[config.mk]
export PLATFORM = sky130hd
export DESIGN_NAME = tfs_main
export DESIGN_NICKNAME = d
export VERILOG_FILES = /design/src/logic/tfs_oncount.v /design/src/logic/tfs_main.v
export VERILOG_INCLUDE_DIRS = /design/src /design/src/logic
export SDC_FILE = /design/constraint.sdc
export NUM_CORES = 1
export LEC_CHECK = 0
export ABC_AREA = 1
export CORE_ASPECT_RATIO = 0.75
export CORE_MARGIN = 2
export CORE_UTILIZATION = 35
export CTS_CLUSTER_DIAMETER = 200
export DETAILED_ROUTE_END_ITERATION = 8
export DONT_BUFFER_PORTS = 1
export GPL_TIMING_DRIVEN = 0
export MAX_ROUTING_LAYER = met4
export SLEW_MARGIN = 20
export SYNTH_ARGS = -nofsm -noshare
export SYNTH_HDL_FRONTEND = slang
export SYNTH_SLANG_ARGS = --single-unit
[constraint.sdc]
create_clock -name clock -period 3.6 [get_ports clock]
set_input_delay 0.9 -clock clock [delete_from_list [all_inputs] [get_ports clock]]
set_output_delay 0.9 -clock clock [all_outputs]
set_load 0.01 [all_outputs]
[src/logic/tfs_defs.vh]
// Purpose: Constants for the tachometer function settings block.
// Assumes: 100 MHz clock, all values plain Verilog defines.
// Notes: Included by both design files.
`ifndef TFS_DEFS_VH
`define TFS_DEFS_VH
// Clock rate in kHz and derived timing counts.
`define TFS_CLK_KHZ 100000
`define TFS_CYC_PER_MS (`TFS_CLK_KHZ / 1000)
`define TFS_CYCLE_WINDOW_MS 1000
`define TFS_FAST_WINDOW_MS 200
`define TFS_CONT_WINDOW_MS 10
`define TFS_CYCLE_WINDOW_CYC (`TFS_CYCLE_WINDOW_MS * `TFS_CYC_PER_MS)
`define TFS_FAST_WINDOW_CYC (`TFS_FAST_WINDOW_MS * `TFS_CYC_PER_MS)
`define TFS_CONT_WINDOW_CYC (`TFS_CONT_WINDOW_MS * `TFS_CYC_PER_MS)
// Minimum input off time the source must keep for width mode.
`define TFS_WIDTH_GAP_MS 20
// Value limits.
`define TFS_CEIL_MIN 24'h00_0001
`define TFS_CEIL_MAX 24'h0F_423F
`define TFS_ALARM_MAX 14'h270F
`define TFS_ONCOUNT_UNIT 10'h3E8
// Display colour encodings.
`define TFS_COL_RED 2'h1
`define TFS_COL_GREEN 2'h2
`define TFS_COL_ORANGE 2'h3
// Colour select settings.
`define TFS_CSEL_RED 4'h0
`define TFS_CSEL_GREEN 4'h1
`define TFS_CSEL_ORANGE 4'h2
`define TFS_CSEL_R_G 4'h3
`define TFS_CSEL_G_R 4'h4
`define TFS_CSEL_R_O 4'h5
`define TFS_CSEL_O_R 4'h6
`define TFS_CSEL_G_O 4'h7
`define TFS_CSEL_O_G 4'h8
// Reset values.
`define TFS_MEAS_RESET 24'h00_0000
`define TFS_PEAK_RESET 24'h00_0000
`define TFS_BOTTOM_RESET 24'hFF_FFFF
`endif

[src/logic/tfs_oncount.v]
// Purpose: ON-transition counter with alarm for one control output.
// Assumes: Output level comes from logic on the same clock.
// Notes: Accumulator saturates; monitor shows count divided by 1000.
`timescale 1ns/1ns
`default_nettype none
`include "tfs_defs.vh"
module tfs_oncount (
    // Clock and reset
    input wire clock,
    input wire rst,
    // Output level and alarm threshold in thousands
    input wire out_level,
    input wire [13:0] alarm_thousands,
    // Monitor and alarm
    output reg [13:0] monitor_thousands_reg,
    output reg alarm_reg
);
    reg prev_reg;
    reg [9:0] unit_reg;
    wire rising;
    wire at_max;
    assign rising = out_level & ~prev_reg;
    assign at_max = (monitor_thousands_reg == 14'h3FFF) &&
        (unit_reg == `TFS_ONCOUNT_UNIT - 10'h001);

    // Counts ON edges in a thousands-and-units pair.
    always @(posedge clock)
    begin
        if (rst)
        begin
            prev_reg <= 1'b0;
            unit_reg <= 10'h000;
            monitor_thousands_reg <= 14'h0000;
            alarm_reg <= 1'b0;
        end
        else
        begin
            prev_reg <= out_level;
            if (rising && !at_max)
            begin
                if (unit_reg == `TFS_ONCOUNT_UNIT - 10'h001)
                begin
                    unit_reg <= 10'h000;
                    monitor_thousands_reg <= monitor_thousands_reg + 14'h0001;
                end
                else
                begin
                    unit_reg <= unit_reg + 10'h001;
                end
            end
            alarm_reg <= (alarm_thousands != 14'h0000) &&
                ((monitor_thousands_reg > alarm_thousands) ||
                 ((monitor_thousands_reg == alarm_thousands) && (unit_reg != 10'h000)));
        end
    end
endmodule // tfs_oncount
`default_nettype wire

[src/logic/tfs_main.v]
// Purpose: Tachometer function settings: measurement, compare, display colour.
// Assumes: One 100 MHz clock, synchronous reset at power-up.
// Notes: Settings are plain ports; non-volatile peak storage is external.
`timescale 1ns/1ns
`default_nettype none
`include "tfs_defs.vh"
module tfs_main (
    // Clock and reset
    input wire clock,
    input wire rst,
    // Pulse input pin and polarity (1 = sourcing)
    input wire pulse_pin,
    input wire input_sourcing,
    // Measurement settings
    input wire width_mode,
    input wire unit_seconds,
    input wire fast_rate,
    input wire interval_continuous,
    input wire [31:0] startup_inhibit_time,
    // Compare settings
    input wire area_mode,
    input wire [23:0] stage_one_setpoint,
    input wire [23:0] stage_two_setpoint,
    input wire setpoint_write,
    input wire [23:0] hysteresis,
    input wire [31:0] output_release_delay,
    input wire [23:0] set_value_ceiling,
    input wire stage_swap,
    // Display and capture settings
    input wire [3:0] display_colour_select,
    input wire peak_bottom_capture_enable,
    input wire tracking_restart,
    input wire [23:0] stored_peak,
    input wire [13:0] output_one_oncount_alarm,
    input wire [13:0] output_two_oncount_alarm,
    // Results
    output reg [23:0] measured_reg,
    output reg control_output_one,
    output reg control_output_two,
    output reg [1:0] display_colour_reg,
    output reg [23:0] peak_reg,
    output reg [23:0] bottom_reg,
    output reg peak_store_reg,
    output reg setpoint_rejected_reg,
    output wire [13:0] output_one_oncount_monitor,
    output wire [13:0] output_two_oncount_monitor,
    output reg diag_error_reg
);
    // ********************************
    // Input conditioning
    // ********************************
    reg [2:0] sync_reg;
    reg level_reg;
    wire active_raw;
    assign active_raw = input_sourcing ? pulse_pin : ~pulse_pin;

    // Three-stage synchroniser; change taken when stages two and three agree.
    always @(posedge clock)
    begin
        if (rst)
        begin
            sync_reg <= 3'h0;
            level_reg <= 1'b0;
        end
        else
        begin
            sync_reg <= {sync_reg[1:0], active_raw};
            if (sync_reg[1] == sync_reg[2])
                level_reg <= sync_reg[2];
        end
    end

    // ********************************
    // Startup inhibit
    // ********************************
    reg [31:0] start_cnt_reg;
    reg running_reg;

    // Counts up to the startup interval after reset.
    always @(posedge clock)
    begin
        if (rst)
        begin
            start_cnt_reg <= 32'h0000_0000;
            running_reg <= 1'b0;
        end
        else if (!running_reg)
        begin
            if (start_cnt_reg >= startup_inhibit_time)
                running_reg <= 1'b1;
            else
                start_cnt_reg <= start_cnt_reg + 32'h0000_0001;
        end
    end

    // ********************************
    // Measurement
    // ********************************
    reg prev_level_reg;
    reg [31:0] gate_cnt_reg;
    reg [23:0] pulse_cnt_reg;
    reg [31:0] width_cnt_reg;
    reg [31:0] period_cnt_reg;
    reg [31:0] last_period_reg;
    reg meas_strobe_reg;
    wire rise;
    wire fall;
    wire [31:0] gate_len;
    assign rise = level_reg & ~prev_level_reg;
    assign fall = ~level_reg & prev_level_reg;
    assign gate_len = !fast_rate ? `TFS_CYCLE_WINDOW_CYC :
        (interval_continuous ? `TFS_CONT_WINDOW_CYC : `TFS_FAST_WINDOW_CYC);

    // Gates pulse counts, times periods and widths.
    always @(posedge clock)
    begin
        if (rst)
        begin
            prev_level_reg <= 1'b0;
            gate_cnt_reg <= 32'h0000_0000;
            pulse_cnt_reg <= 24'h00_0000;
            width_cnt_reg <= 32'h0000_0000;
            period_cnt_reg <= 32'h0000_0000;
            last_period_reg <= 32'h0000_0000;
            measured_reg <= `TFS_MEAS_RESET;
            meas_strobe_reg <= 1'b0;
        end
        else
        begin
            prev_level_reg <= level_reg;
            meas_strobe_reg <= 1'b0;
            if (running_reg)
            begin
                if (rise)
                begin
                    period_cnt_reg <= 32'h0000_0001;
                    last_period_reg <= period_cnt_reg;
                end
                else if (period_cnt_reg != 32'hFFFF_FFFF)
                    period_cnt_reg <= period_cnt_reg + 32'h0000_0001;
                if (width_mode)
                begin
                    if (rise)
                        width_cnt_reg <= 32'h0000_0000;
                    else if (level_reg)
                        width_cnt_reg <= width_cnt_reg + 32'h0000_0001;
                    if (fall)
                    begin
                        measured_reg <= width_cnt_reg[23:0];
                        meas_strobe_reg <= 1'b1;
                    end
                end
                else
                begin
                    if (gate_cnt_reg + 32'h0000_0001 >= gate_len)
                    begin
                        gate_cnt_reg <= 32'h0000_0000;
                        pulse_cnt_reg <= 24'h00_0000;
                        meas_strobe_reg <= 1'b1;
                        if (unit_seconds)
                            measured_reg <= last_period_reg[23:0];
                        else
                            measured_reg <= pulse_cnt_reg + {23'h00_0000, rise};
                    end
                    else
                    begin
                        gate_cnt_reg <= gate_cnt_reg + 32'h0000_0001;
                        if (rise)
                            pulse_cnt_reg <= pulse_cnt_reg + 24'h00_0001;
                    end
                end
            end
        end
    end

    // ********************************
    // Set values and comparison
    // ********************************
    reg [23:0] sv1_reg;
    reg [23:0] sv2_reg;
    reg cmp1_reg;
    reg cmp2_reg;
    reg [31:0] hold1_reg;
    reg [31:0] hold2_reg;
    reg stage1_reg;
    reg stage2_reg;
    wire ceil_ok;
    wire [23:0] ceil;
    assign ceil = (set_value_ceiling < `TFS_CEIL_MIN) ? `TFS_CEIL_MIN :
        ((set_value_ceiling > `TFS_CEIL_MAX) ? `TFS_CEIL_MAX : set_value_ceiling);
    assign ceil_ok = (stage_one_setpoint <= ceil) && (stage_two_setpoint <= ceil);

    // Latches set values and applies hysteresis and off delay.
    always @(posedge clock)
    begin
        if (rst)
        begin
            sv1_reg <= 24'h00_0000;
            sv2_reg <= 24'h00_0000;
            setpoint_rejected_reg <= 1'b0;
            cmp1_reg <= 1'b0;
            cmp2_reg <= 1'b0;
            hold1_reg <= 32'h0000_0000;
            hold2_reg <= 32'h0000_0000;
            stage1_reg <= 1'b0;
            stage2_reg <= 1'b0;
        end
        else
        begin
            if (setpoint_write)
            begin
                setpoint_rejected_reg <= !ceil_ok;
                if (ceil_ok)
                begin
                    sv1_reg <= stage_one_setpoint;
                    sv2_reg <= stage_two_setpoint;
                end
            end
            if (measured_reg >= sv1_reg)
                cmp1_reg <= 1'b1;
            else if ({1'b0, measured_reg} + {1'b0, hysteresis} < {1'b0, sv1_reg})
                cmp1_reg <= 1'b0;
            if (measured_reg >= sv2_reg)
                cmp2_reg <= 1'b1;
            else if ({1'b0, measured_reg} + {1'b0, hysteresis} < {1'b0, sv2_reg})
                cmp2_reg <= 1'b0;
            if (cmp1_reg)
            begin
                stage1_reg <= 1'b1;
                hold1_reg <= 32'h0000_0000;
            end
            else if (stage1_reg)
            begin
                if (hold1_reg >= output_release_delay)
                    stage1_reg <= 1'b0;
                else
                    hold1_reg <= hold1_reg + 32'h0000_0001;
            end
            if (cmp2_reg)
            begin
                stage2_reg <= 1'b1;
                hold2_reg <= 32'h0000_0000;
            end
            else if (stage2_reg)
            begin
                if (hold2_reg >= output_release_delay)
                    stage2_reg <= 1'b0;
                else
                    hold2_reg <= hold2_reg + 32'h0000_0001;
            end
        end
    end

    // ********************************
    // Outputs, colour and capture
    // ********************************
    reg [1:0] off_col;
    reg [1:0] on_col;
    reg any_on;

    // Picks the off and on colours of the selected setting.
    always @*
    begin
        off_col = `TFS_COL_RED;
        on_col = `TFS_COL_RED;
        any_on = area_mode ? control_output_one : (control_output_one | control_output_two);
        case (display_colour_select)
            `TFS_CSEL_RED: begin off_col = `TFS_COL_RED; on_col = `TFS_COL_RED; end
            `TFS_CSEL_GREEN: begin off_col = `TFS_COL_GREEN; on_col = `TFS_COL_GREEN; end
            `TFS_CSEL_ORANGE: begin off_col = `TFS_COL_ORANGE; on_col = `TFS_COL_ORANGE; end
            `TFS_CSEL_R_G: begin off_col = `TFS_COL_RED; on_col = `TFS_COL_GREEN; end
            `TFS_CSEL_G_R: begin off_col = `TFS_COL_GREEN; on_col = `TFS_COL_RED; end
            `TFS_CSEL_R_O: begin off_col = `TFS_COL_RED; on_col = `TFS_COL_ORANGE; end
            `TFS_CSEL_O_R: begin off_col = `TFS_COL_ORANGE; on_col = `TFS_COL_RED; end
            `TFS_CSEL_G_O: begin off_col = `TFS_COL_GREEN; on_col = `TFS_COL_ORANGE; end
            `TFS_CSEL_O_G: begin off_col = `TFS_COL_ORANGE; on_col = `TFS_COL_GREEN; end
            default: begin off_col = `TFS_COL_RED; on_col = `TFS_COL_RED; end
        endcase
    end

    // Drives outputs, colour and peak/bottom capture.
    always @(posedge clock)
    begin
        if (rst)
        begin
            control_output_one <= 1'b0;
            control_output_two <= 1'b0;
            display_colour_reg <= `TFS_COL_RED;
            peak_reg <= `TFS_PEAK_RESET;
            bottom_reg <= `TFS_BOTTOM_RESET;
            peak_store_reg <= 1'b0;
        end
        else
        begin
            control_output_one <= running_reg & (stage_swap ? stage2_reg : stage1_reg);
            control_output_two <= running_reg & (stage_swap ? stage1_reg : stage2_reg);
            display_colour_reg <= any_on ? on_col : off_col;
            peak_store_reg <= 1'b0;
            if (!running_reg || tracking_restart)
            begin
                peak_reg <= stored_peak;
                bottom_reg <= `TFS_BOTTOM_RESET;
            end
            else if (peak_bottom_capture_enable && meas_strobe_reg)
            begin
                if (measured_reg > peak_reg)
                begin
                    peak_reg <= measured_reg;
                    peak_store_reg <= 1'b1;
                end
                if (measured_reg < bottom_reg)
                    bottom_reg <= measured_reg;
            end
        end
    end

    // ********************************
    // ON counters
    // ********************************
    wire alarm1;
    wire alarm2;

    tfs_oncount u_cnt1 (
        .clock(clock),
        .rst(rst),
        .out_level(control_output_one),
        .alarm_thousands(output_one_oncount_alarm),
        .monitor_thousands_reg(output_one_oncount_monitor),
        .alarm_reg(alarm1)
    );
    tfs_oncount u_cnt2 (
        .clock(clock),
        .rst(rst),
        .out_level(control_output_two),
        .alarm_thousands(output_two_oncount_alarm),
        .monitor_thousands_reg(output_two_oncount_monitor),
        .alarm_reg(alarm2)
    );

    // Combines both alarms into the diagnostic flag.
    always @(posedge clock)
    begin
        if (rst)
            diag_error_reg <= 1'b0;
        else
            diag_error_reg <= alarm1 | alarm2;
    end
endmodule // tfs_main
`default_nettype wire

==> impl_metrics.env, run 1 <==
export IMPL_status="finished, final reports clean"
export IMPL_busiest_layer="met1"
export IMPL_critPathCapture="cmp1_reg$_SDFFE_PP0P_"
export IMPL_p_leak_nw=15.4
export IMPL_place_gp_congestion=0.986
export IMPL_r2r_end="cmp1_reg$_SDFFE_PP0P_"
export IMPL_intPower_mw=8.29
export IMPL_ff2ff_path_depth=20
export IMPL_grt_util_met3_pct=5.94
export IMPL_routed_via_density=5.19
export IMPL_synth_edf_count=0
export IMPL_grt_pass1_wl_um=162000
export IMPL_p_switching_mw=3.13
export IMPL_seqPwrFrac_pct=42.2
export IMPL_final_period_utilization_pct=97.1
export IMPL_yosys_warnings=0
export IMPL_period_needed_ns=3.50
export IMPL_crit_buf_inv=1
export IMPL_async_reset_ff_share_pct=0
export IMPL_grt_pass1_vias=27700
export IMPL_path_max_fanout=8
export IMPL_path_cells="ha_1 -> a21oi_1 -> nand2_4 -> buf_4 -> nand4_1 -> nand2_1 -> xor2_1 -> ha_1 -> nand2_2 -> nor4_4 -> nand2_1 -> nand2_2 -> nand2_1 -> nand2_1 -> nand2_1 -> nand2_1 -> nand2_1 -> nand2_1 -> nand2_1 -> a21oi_2"
export IMPL_start_util_pct=35.4
export IMPL_syn_area_sq_um=31000
export IMPL_crit_type="flip-flop to flip-flop"
export IMPL_r2r_start="measured_reg[7]$_SDFFE_PP0P_"
export IMPL_antenna_found_initial=8
export IMPL_finish_net_count=5312
export IMPL_cts_tree="done"
export IMPL_wl_per_cell_um=18.2
export IMPL_grt_usage_pct=23.3
export IMPL_dr_total_vias=30700
export IMPL_clk_pin_slew_ns=0.06
export IMPL_nFillCells=9428
export IMPL_worst_setup_path_end_kind="flip-flop"
export IMPL_crit_top_cell="nand2_1"
export IMPL_drtPass1Iterations=6
export IMPL_htreeDepth=2
export IMPL_crit_cells=20
export IMPL_final_antenna_net_count=0
export IMPL_num_rows=94
export IMPL_drc=0
export IMPL_clockBufferDepth=3
export IMPL_arrival_ns=4.03
export IMPL_grt_overflow=0
export IMPL_gr_usage_met2_pct=32.2
export IMPL_cts_sinks=422
export IMPL_crit_required_ns=4.13
export IMPL_path_delay_family="simple AND/OR/NAND/NOR gates"
export IMPL_ys_seq_elements=422
export IMPL_die_area_sq_um=91100
export IMPL_maxCapViolations=0
export IMPL_core_area_sq_um=87700
export IMPL_reg2reg_slack_ns=0.10
export IMPL_critical_path_slowest_cell="dfxtp_1"
export IMPL_first_iter_violations=2549
export IMPL_cp_start_kind="flip-flop"
export IMPL_cp_slowest_stage_delay_ns=0.67
export IMPL_peakVddDrop_mv=0.385
export IMPL_dpl_cell_area_sq_um=32500
export IMPL_finalHoldViolations=0
export IMPL_post_route_util_pct=39.5
export IMPL_min_from="sync_reg[0]$_SDFF_PP0_"
export IMPL_powerDensity_nw_per_um2=329
export IMPL_die_h_um=262
export IMPL_timing_fmax_ghz=0.286
export IMPL_setup_worst_path_start="measured_reg[7]$_SDFFE_PP0P_"
export IMPL_area_delta_synth_final_pct=11.9
export IMPL_rsz0062_at_grt="true"
export IMPL_use_met1_pct=33.5
export IMPL_final_cell_area_sq_um=34700
export IMPL_drive_gt1_share_pct=5.85
export IMPL_root_buffer="clkbuf_16"
export IMPL_port_buffers=0
export IMPL_yosysMostFrequentCell="nand2_1"
export IMPL_io_pins=336
export IMPL_clkLatencyLatePin_ns=0.62
export IMPL_fin_skew_ns=0.0306
export IMPL_yosysTopAreaCell="dfxtp_1"
export IMPL_die_x_um=348
export IMPL_setup_viol=0
export IMPL_switching_share_pct=27.4
export IMPL_cts_buffers=50
export IMPL_drv_slew=0
export IMPL_syn_avg_cell_area_sq_um=6.69
export IMPL_synth_top_cell_area_share_pct=27.2
export IMPL_synth_seq_area_share_pct=27.2
export IMPL_synth_commonest_cells="nand2_1, inv_1, nor2_1, a21oi_1, dfxtp_1"
export IMPL_synthFlopType="dfxtp_1"
export IMPL_synth_cell_types=58
export IMPL_tightestPinTransition_ns=1.06
export IMPL_worstHoldPathType="flip-flop to flip-flop"
export IMPL_dp_hpwl_um=86500
export IMPL_synth_area_leaders="dfxtp_1, ha_1, nand2_1"
export IMPL_cts_hold_buf=0
export IMPL_grt_max_degree=14
export IMPL_synthCells=4640
export IMPL_slew_headroom_pct=29.5
export IMPL_pwr_share_comb_pct=10.6
export IMPL_drt_total_wl_um=107000
export IMPL_clkPwrFrac_pct=47.2
## layer usage
layer | routed length, um | vias up | share of wire [%]
met1 | 52600 | 14100 | 49
met3 | 9560 | 131 | 8.9
met5 | 0 | - | 0
li1 | - | 15600 | -
met4 | 2330 | 0 | 2.2
met2 | 42800 | 920 | 40
## power by group through the flow
stage	registers [mW]	logic [mW]	clock network, mW
final	4.82	1.22	5.39
after CTS	4.81	1.15	5.49
after global placement	4.92	1.12	0
after floorplan	4.89	0.800	0
after detailed placement	4.92	1.14	0
after global routing	4.82	1.38	5.68
## logic make-up after synthesis
logic type / Yosys count / synth area share (%)
AOI/OAI and AO/OA: 767 / 13.2
xor gates and xnor gates: 166 / 4.69
adders and majority gates: 367 / 14.8
buffers and inverters: 706 / 8.83
DFF: 422 / 27.2
other: 1 / 0.0121
and+or+nand+nor: 2211 / 31.2
## worst register-to-register path, stage by stage (launching register included)
cell and delay [ns]:
dfxtp_1 0.67, ha_1 0.39, a21oi_1 0.27, nand2_4 0.10, buf_4 0.16, nand4_1 0.09
nand2_1 0.10, xor2_1 0.19, ha_1 0.33, nand2_2 0.11, nor4_4 0.29, nand2_1 0.10
nand2_2 0.10, nand2_1 0.06, nand2_1 0.08, nand2_1 0.06, nand2_1 0.05, nand2_1 0.04
nand2_1 0.05, nand2_1 0.06, a21oi_2 0.11
## cell type report
class,count,area (sq um),share of cell area (%)
diodes,6,15.0,0.0433
plain buffers,141,667,1.92
clock buffers,73,1490,4.29
clock inverters,19,228,0.656
inverters,565,2120,6.11
multi-input cells,3519,20100,57.9
flip-flops and latches,422,8480,24.4
well taps,1152,1440,4.15
repair buffers,17,163,0.469
## timing repair
| item | 4_1_cts | 5_1_grt |
|---|---|---|
| endpoints found under the setup margin | 53 | 60 |
| pin swaps | 1 | 20 |
| setup buffers | 1 | 14 |
| cloned | 0 | 2 |
| gates resized for setup | 29 | 79 |
## cell usage in the layout (no fill, tap or decap), types with 26 or more instances in the layout
cell type / instances
nand2_1: 1036
inv_1: 554
nor2_1: 540
a21oi_1: 462
dfxtp_1: 410
ha_1: 364
o21ai_0: 186
nand3_1: 165
nand4_1: 149
nor3_1: 147
clkbuf_1: 109
xor2_1: 107
xnor2_1: 57
clkbuf_16: 53
nor4_1: 44
nand3_2: 43
a31oi_1: 26
## metrics by stage
step	hold slack (ns)	std cells	setup TNS, ns	setup slack [ns]	total power, mW
6_report	0.406	5914	0	0.105	11.4
5_1_grt	0.391	5914	-0.222	-0.114	11.9
4_1_cts	0.380	5892	0	0.00993	11.5
3_5_place_dp	0.399	5799	-61.31	-1.24	6.06
3_3_place_gp	0.397	5799	-66.41	-1.28	6.04
2_1_floorplan	0.388	4647	0	0.00597	5.69
## worst min-delay path by stage
stage / end / slack, ns / cells past startpoint
global placement: sync_reg[1]$_SDFF_PP0_ / 0.40 / 2
finish: sync_reg[1]$_SDFF_PP0_ / 0.41 / 2
CTS: control_output_two$_SDFF_PP0_ / 0.38 / 1
global route: control_output_two$_SDFF_PP0_ / 0.39 / 1
floorplan: sync_reg[1]$_SDFF_PP0_ / 0.39 / 2
detailed placement: sync_reg[1]$_SDFF_PP0_ / 0.40 / 2
(Power assumes the default switching activity.)
==> inputs of run 2 (changes only) <==
- ABC_AREA: 1 -> not set
- SLEW_MARGIN: 20 -> 40
- clock period: 3.6 -> 4.15 ns (I/O delays scaled with it)
==> impl_metrics.env, run 2 <==
export IMPL_finalHoldViolations=0
export IMPL_finish_net_count=4064
export IMPL_peakVddDrop_mv=0.297
export IMPL_rsz0062_at_grt="true"
export IMPL_cp_start_kind="flip-flop"
export IMPL_slew_headroom_pct=41.2
export IMPL_cts_buffers=48
export IMPL_synth_edf_count=0
export IMPL_place_gp_congestion=0.927
export IMPL_first_iter_violations=2175
export IMPL_async_reset_ff_share_pct=0
export IMPL_tightestPinTransition_ns=0.882
export IMPL_post_route_util_pct=39.9
export IMPL_status="finished, final reports clean"
export IMPL_final_common_cell="dfxtp_1"
export IMPL_crit_required_ns=4.60
export IMPL_final_period_utilization_pct=98.0
export IMPL_die_x_um=329
export IMPL_finalHoldWorstSlack_ns=0.457
export IMPL_busiest_layer="met1"
export IMPL_reg2reg_slack_ns=0.08
export IMPL_drv_slew=0
export IMPL_grt_max_degree=15
export IMPL_path_max_fanout=6
export IMPL_critPathCapture="cmp1_reg$_SDFFE_PP0P_"
export IMPL_routed_via_density=5.40
export IMPL_clockBufferDepth=3
export IMPL_synth_area_leaders="dfxtp_1, ha_1, nor2_1"
export IMPL_start_util_pct=35.3
export IMPL_antenna_found_initial=10
export IMPL_grt_pass1_vias=22800
export IMPL_period_needed_ns=4.07
export IMPL_yosys_warnings=0
export IMPL_placedCellCount=4460
export IMPL_nFillCells=8051
export IMPL_dr_total_vias=24600
export IMPL_powerDensity_nw_per_um2=308
export IMPL_grt_pass1_wl_um=134000
export IMPL_setup_worst_path_start="measured_reg[0]$_SDFFE_PP0P_"
export IMPL_clk_pin_slew_ns=0.06
export IMPL_drive_gt1_share_pct=6.62
export IMPL_cts_hold_buf=0
export IMPL_final_antenna_net_count=0
export IMPL_p_leak_nw=13.2
export IMPL_synth_seq_area_share_pct=30.4
export IMPL_critical_path_slowest_cell="dfxtp_4"
export IMPL_stdcell_count=4561
export IMPL_maxCapViolations=0
export IMPL_crit_type="flip-flop to flip-flop"
export IMPL_final_cell_mix="dfxtp_1, nor2_1, ha_1"
export IMPL_synthFlopType="dfxtp_1"
export IMPL_grt_usage_pct=21.5
export IMPL_drc=0
export IMPL_die_area_sq_um=81600
export IMPL_synth_cell_types=80
export IMPL_arrival_ns=4.52
export IMPL_ys_seq_elements=422
export IMPL_die_h_um=248
export IMPL_area_delta_synth_final_pct=13.0
export IMPL_syn_area_sq_um=27800
export IMPL_timing_fmax_ghz=0.246
export IMPL_port_buffers=0
export IMPL_grt_overflow=0
export IMPL_setup_viol=0
export IMPL_synth_commonest_cells="dfxtp_1, nor2_1, ha_1, nand2_1, inv_1"
export IMPL_worstHoldPathType="flip-flop to flip-flop"
export IMPL_cp_slowest_stage_delay_ns=0.41
export IMPL_core_area_sq_um=78600
export IMPL_synthCells=3407
export IMPL_clkLatencyLatePin_ns=0.63
export IMPL_tns_ns=0
export IMPL_synth_top_cell_area_share_pct=30.4
export IMPL_dp_hpwl_um=68900
export IMPL_fin_skew_ns=0.0467
export IMPL_cts_sinks=422
export IMPL_yosysMostFrequentCell="dfxtp_1"
export IMPL_gr_usage_met2_pct=30.6
export IMPL_worst_setup_path_end_kind="flip-flop"
export IMPL_drt_total_wl_um=88600
export IMPL_wl_per_cell_um=19.4
export IMPL_syn_avg_cell_area_sq_um=8.15
export IMPL_path_cells="ha_4 -> fa_2 -> a211oi_2 -> o21ai_2 -> a21oi_2 -> nor2_2 -> o21a_1 -> o21ai_1 -> nand2b_1 -> a21oi_2 -> xnor2_2 -> ha_2 -> a2111oi_2 -> o21ai_1 -> a31o_2 -> a21oi_2 -> o41ai_2 -> nand2_1 -> a31oi_1 -> o21ai_1 -> a21oi_1"
export IMPL_r2r_end="cmp1_reg$_SDFFE_PP0P_"
export IMPL_cts_tree="done"
export IMPL_drtPass1Iterations=5
export IMPL_yosysTopAreaCell="dfxtp_1"
export IMPL_grt_util_met3_pct=4.78
export IMPL_dpl_cell_area_sq_um=29300
export IMPL_r2r_start="measured_reg[0]$_SDFFE_PP0P_"
export IMPL_root_buffer="clkbuf_16"
export IMPL_final_cell_area_sq_um=31400
export IMPL_ff2ff_path_depth=21
export IMPL_htreeDepth=2
export IMPL_io_pins=336
export IMPL_num_rows=89
export IMPL_use_met1_pct=30.8
[run 2: cell types whose count changed after synthesis, moves of 39 or more]
cell | before | now
a21o_1 | 3 | 70
nand2_1 | 1050 | 273
nor2_1 | 552 | 392
nand3_2 | 43 | 0
and3_1 | 4 | 57
inv_1 | 556 | 242
nand3_1 | 166 | 126
a21oi_1 | 468 | 192
mux2i_1 | 0 | 85
nand4_1 | 149 | 110
nor3_1 | 147 | 83
o21ai_0 | 193 | 151
[run 2: worst min-delay path by stage]
| stage | start | end | slack, ns | cells past startpoint |
|---|---|---|---|---|
| floorplan | u_cnt1.alarm_reg$_SDFF_PP0_ | diag_error_reg$_SDFF_PP0_ | 0.41 | 2 |
| global placement | sync_reg[2]$_SDFF_PP0_ | level_reg$_SDFFE_PP0N_ | 0.45 | 2 |
| detailed placement | sync_reg[2]$_SDFF_PP0_ | level_reg$_SDFFE_PP0N_ | 0.45 | 2 |
| CTS | sync_reg[2]$_SDFF_PP0_ | level_reg$_SDFFE_PP0N_ | 0.46 | 2 |
| global route | sync_reg[2]$_SDFF_PP0_ | level_reg$_SDFFE_PP0N_ | 0.47 | 2 |
| finish | sync_reg[0]$_SDFF_PP0_ | sync_reg[1]$_SDFF_PP0_ | 0.46 | 1 |
[run 2: routing by layer]
metal,routed length (um),vias up
met1,43300,11600
met4,1310,0
met5,0,-
met2,36800,728
li1,-,12200
met3,7230,101
[run 2: final cells by class]
| cell class | count | area [sq um] | share of cell area [%] |
|---|---|---|---|
| flip-flops and latches | 422 | 8500 | 27.1 |
| well taps | 1046 | 1310 | 4.17 |
| diodes | 9 | 22.5 | 0.0718 |
| clock inverters | 25 | 338 | 1.08 |
| repair buffers | 6 | 45.0 | 0.144 |
| multi-input cells | 2612 | 18200 | 58.2 |
| clock buffers | 63 | 1370 | 4.36 |
| plain buffers | 136 | 614 | 1.96 |
| inverters | 242 | 908 | 2.90 |
[run 2: power breakdown]
group | switching, mW | total, mW | internal, mW | leakage (nW)
Combinational | 0.508 | 0.825 | 0.316 | 8.98
Clock | 1.93 | 4.65 | 2.72 | 0.837
Sequential | 0.0645 | 4.17 | 4.10 | 3.43
[run 2: logic make-up after synthesis]
logic type / after synthesis / share of synthesized area (%)
simple gates: 1282 / 22.6
compound gates: 639 / 14.5
flops: 422 / 30.4
buf+inv: 380 / 5.34
fa+ha+maj: 367 / 16.6
xor+xnor: 215 / 6.78
mux: 101 / 3.71
other cells: 1 / 0.0135
[run 2: critical path: cells and delay by family (launching register included)]
kind,cells,cell delay (ns)
AND/OR/NAND/NOR,3,0.30
flip-flops,1,0.41
adder cells (fa/ha/maj),3,0.76
AO/OA/AOI/OAI,14,2.29
XOR/XNOR,1,0.10
[run 2: per-stage QoR]
step           power [mW]  setup slack (ns)
2_1_floorplan        4.82            -0.119
3_3_place_gp         5.05             -1.18
3_5_place_dp         5.07             -1.08
4_1_cts              9.75           -0.0527
5_1_grt              10.0           -0.0751
6_report             9.65            0.0812
[run 2: repair_timing]
action | 4_1_cts | 5_1_grt
buffers inserted | 3 | 3
gates resized for setup | 40 | 42
setup endpoints to repair | 13 | 114
pin swaps | 13 | 20
hold endpoints to repair | 0 | 0
cloned | 0 | 0
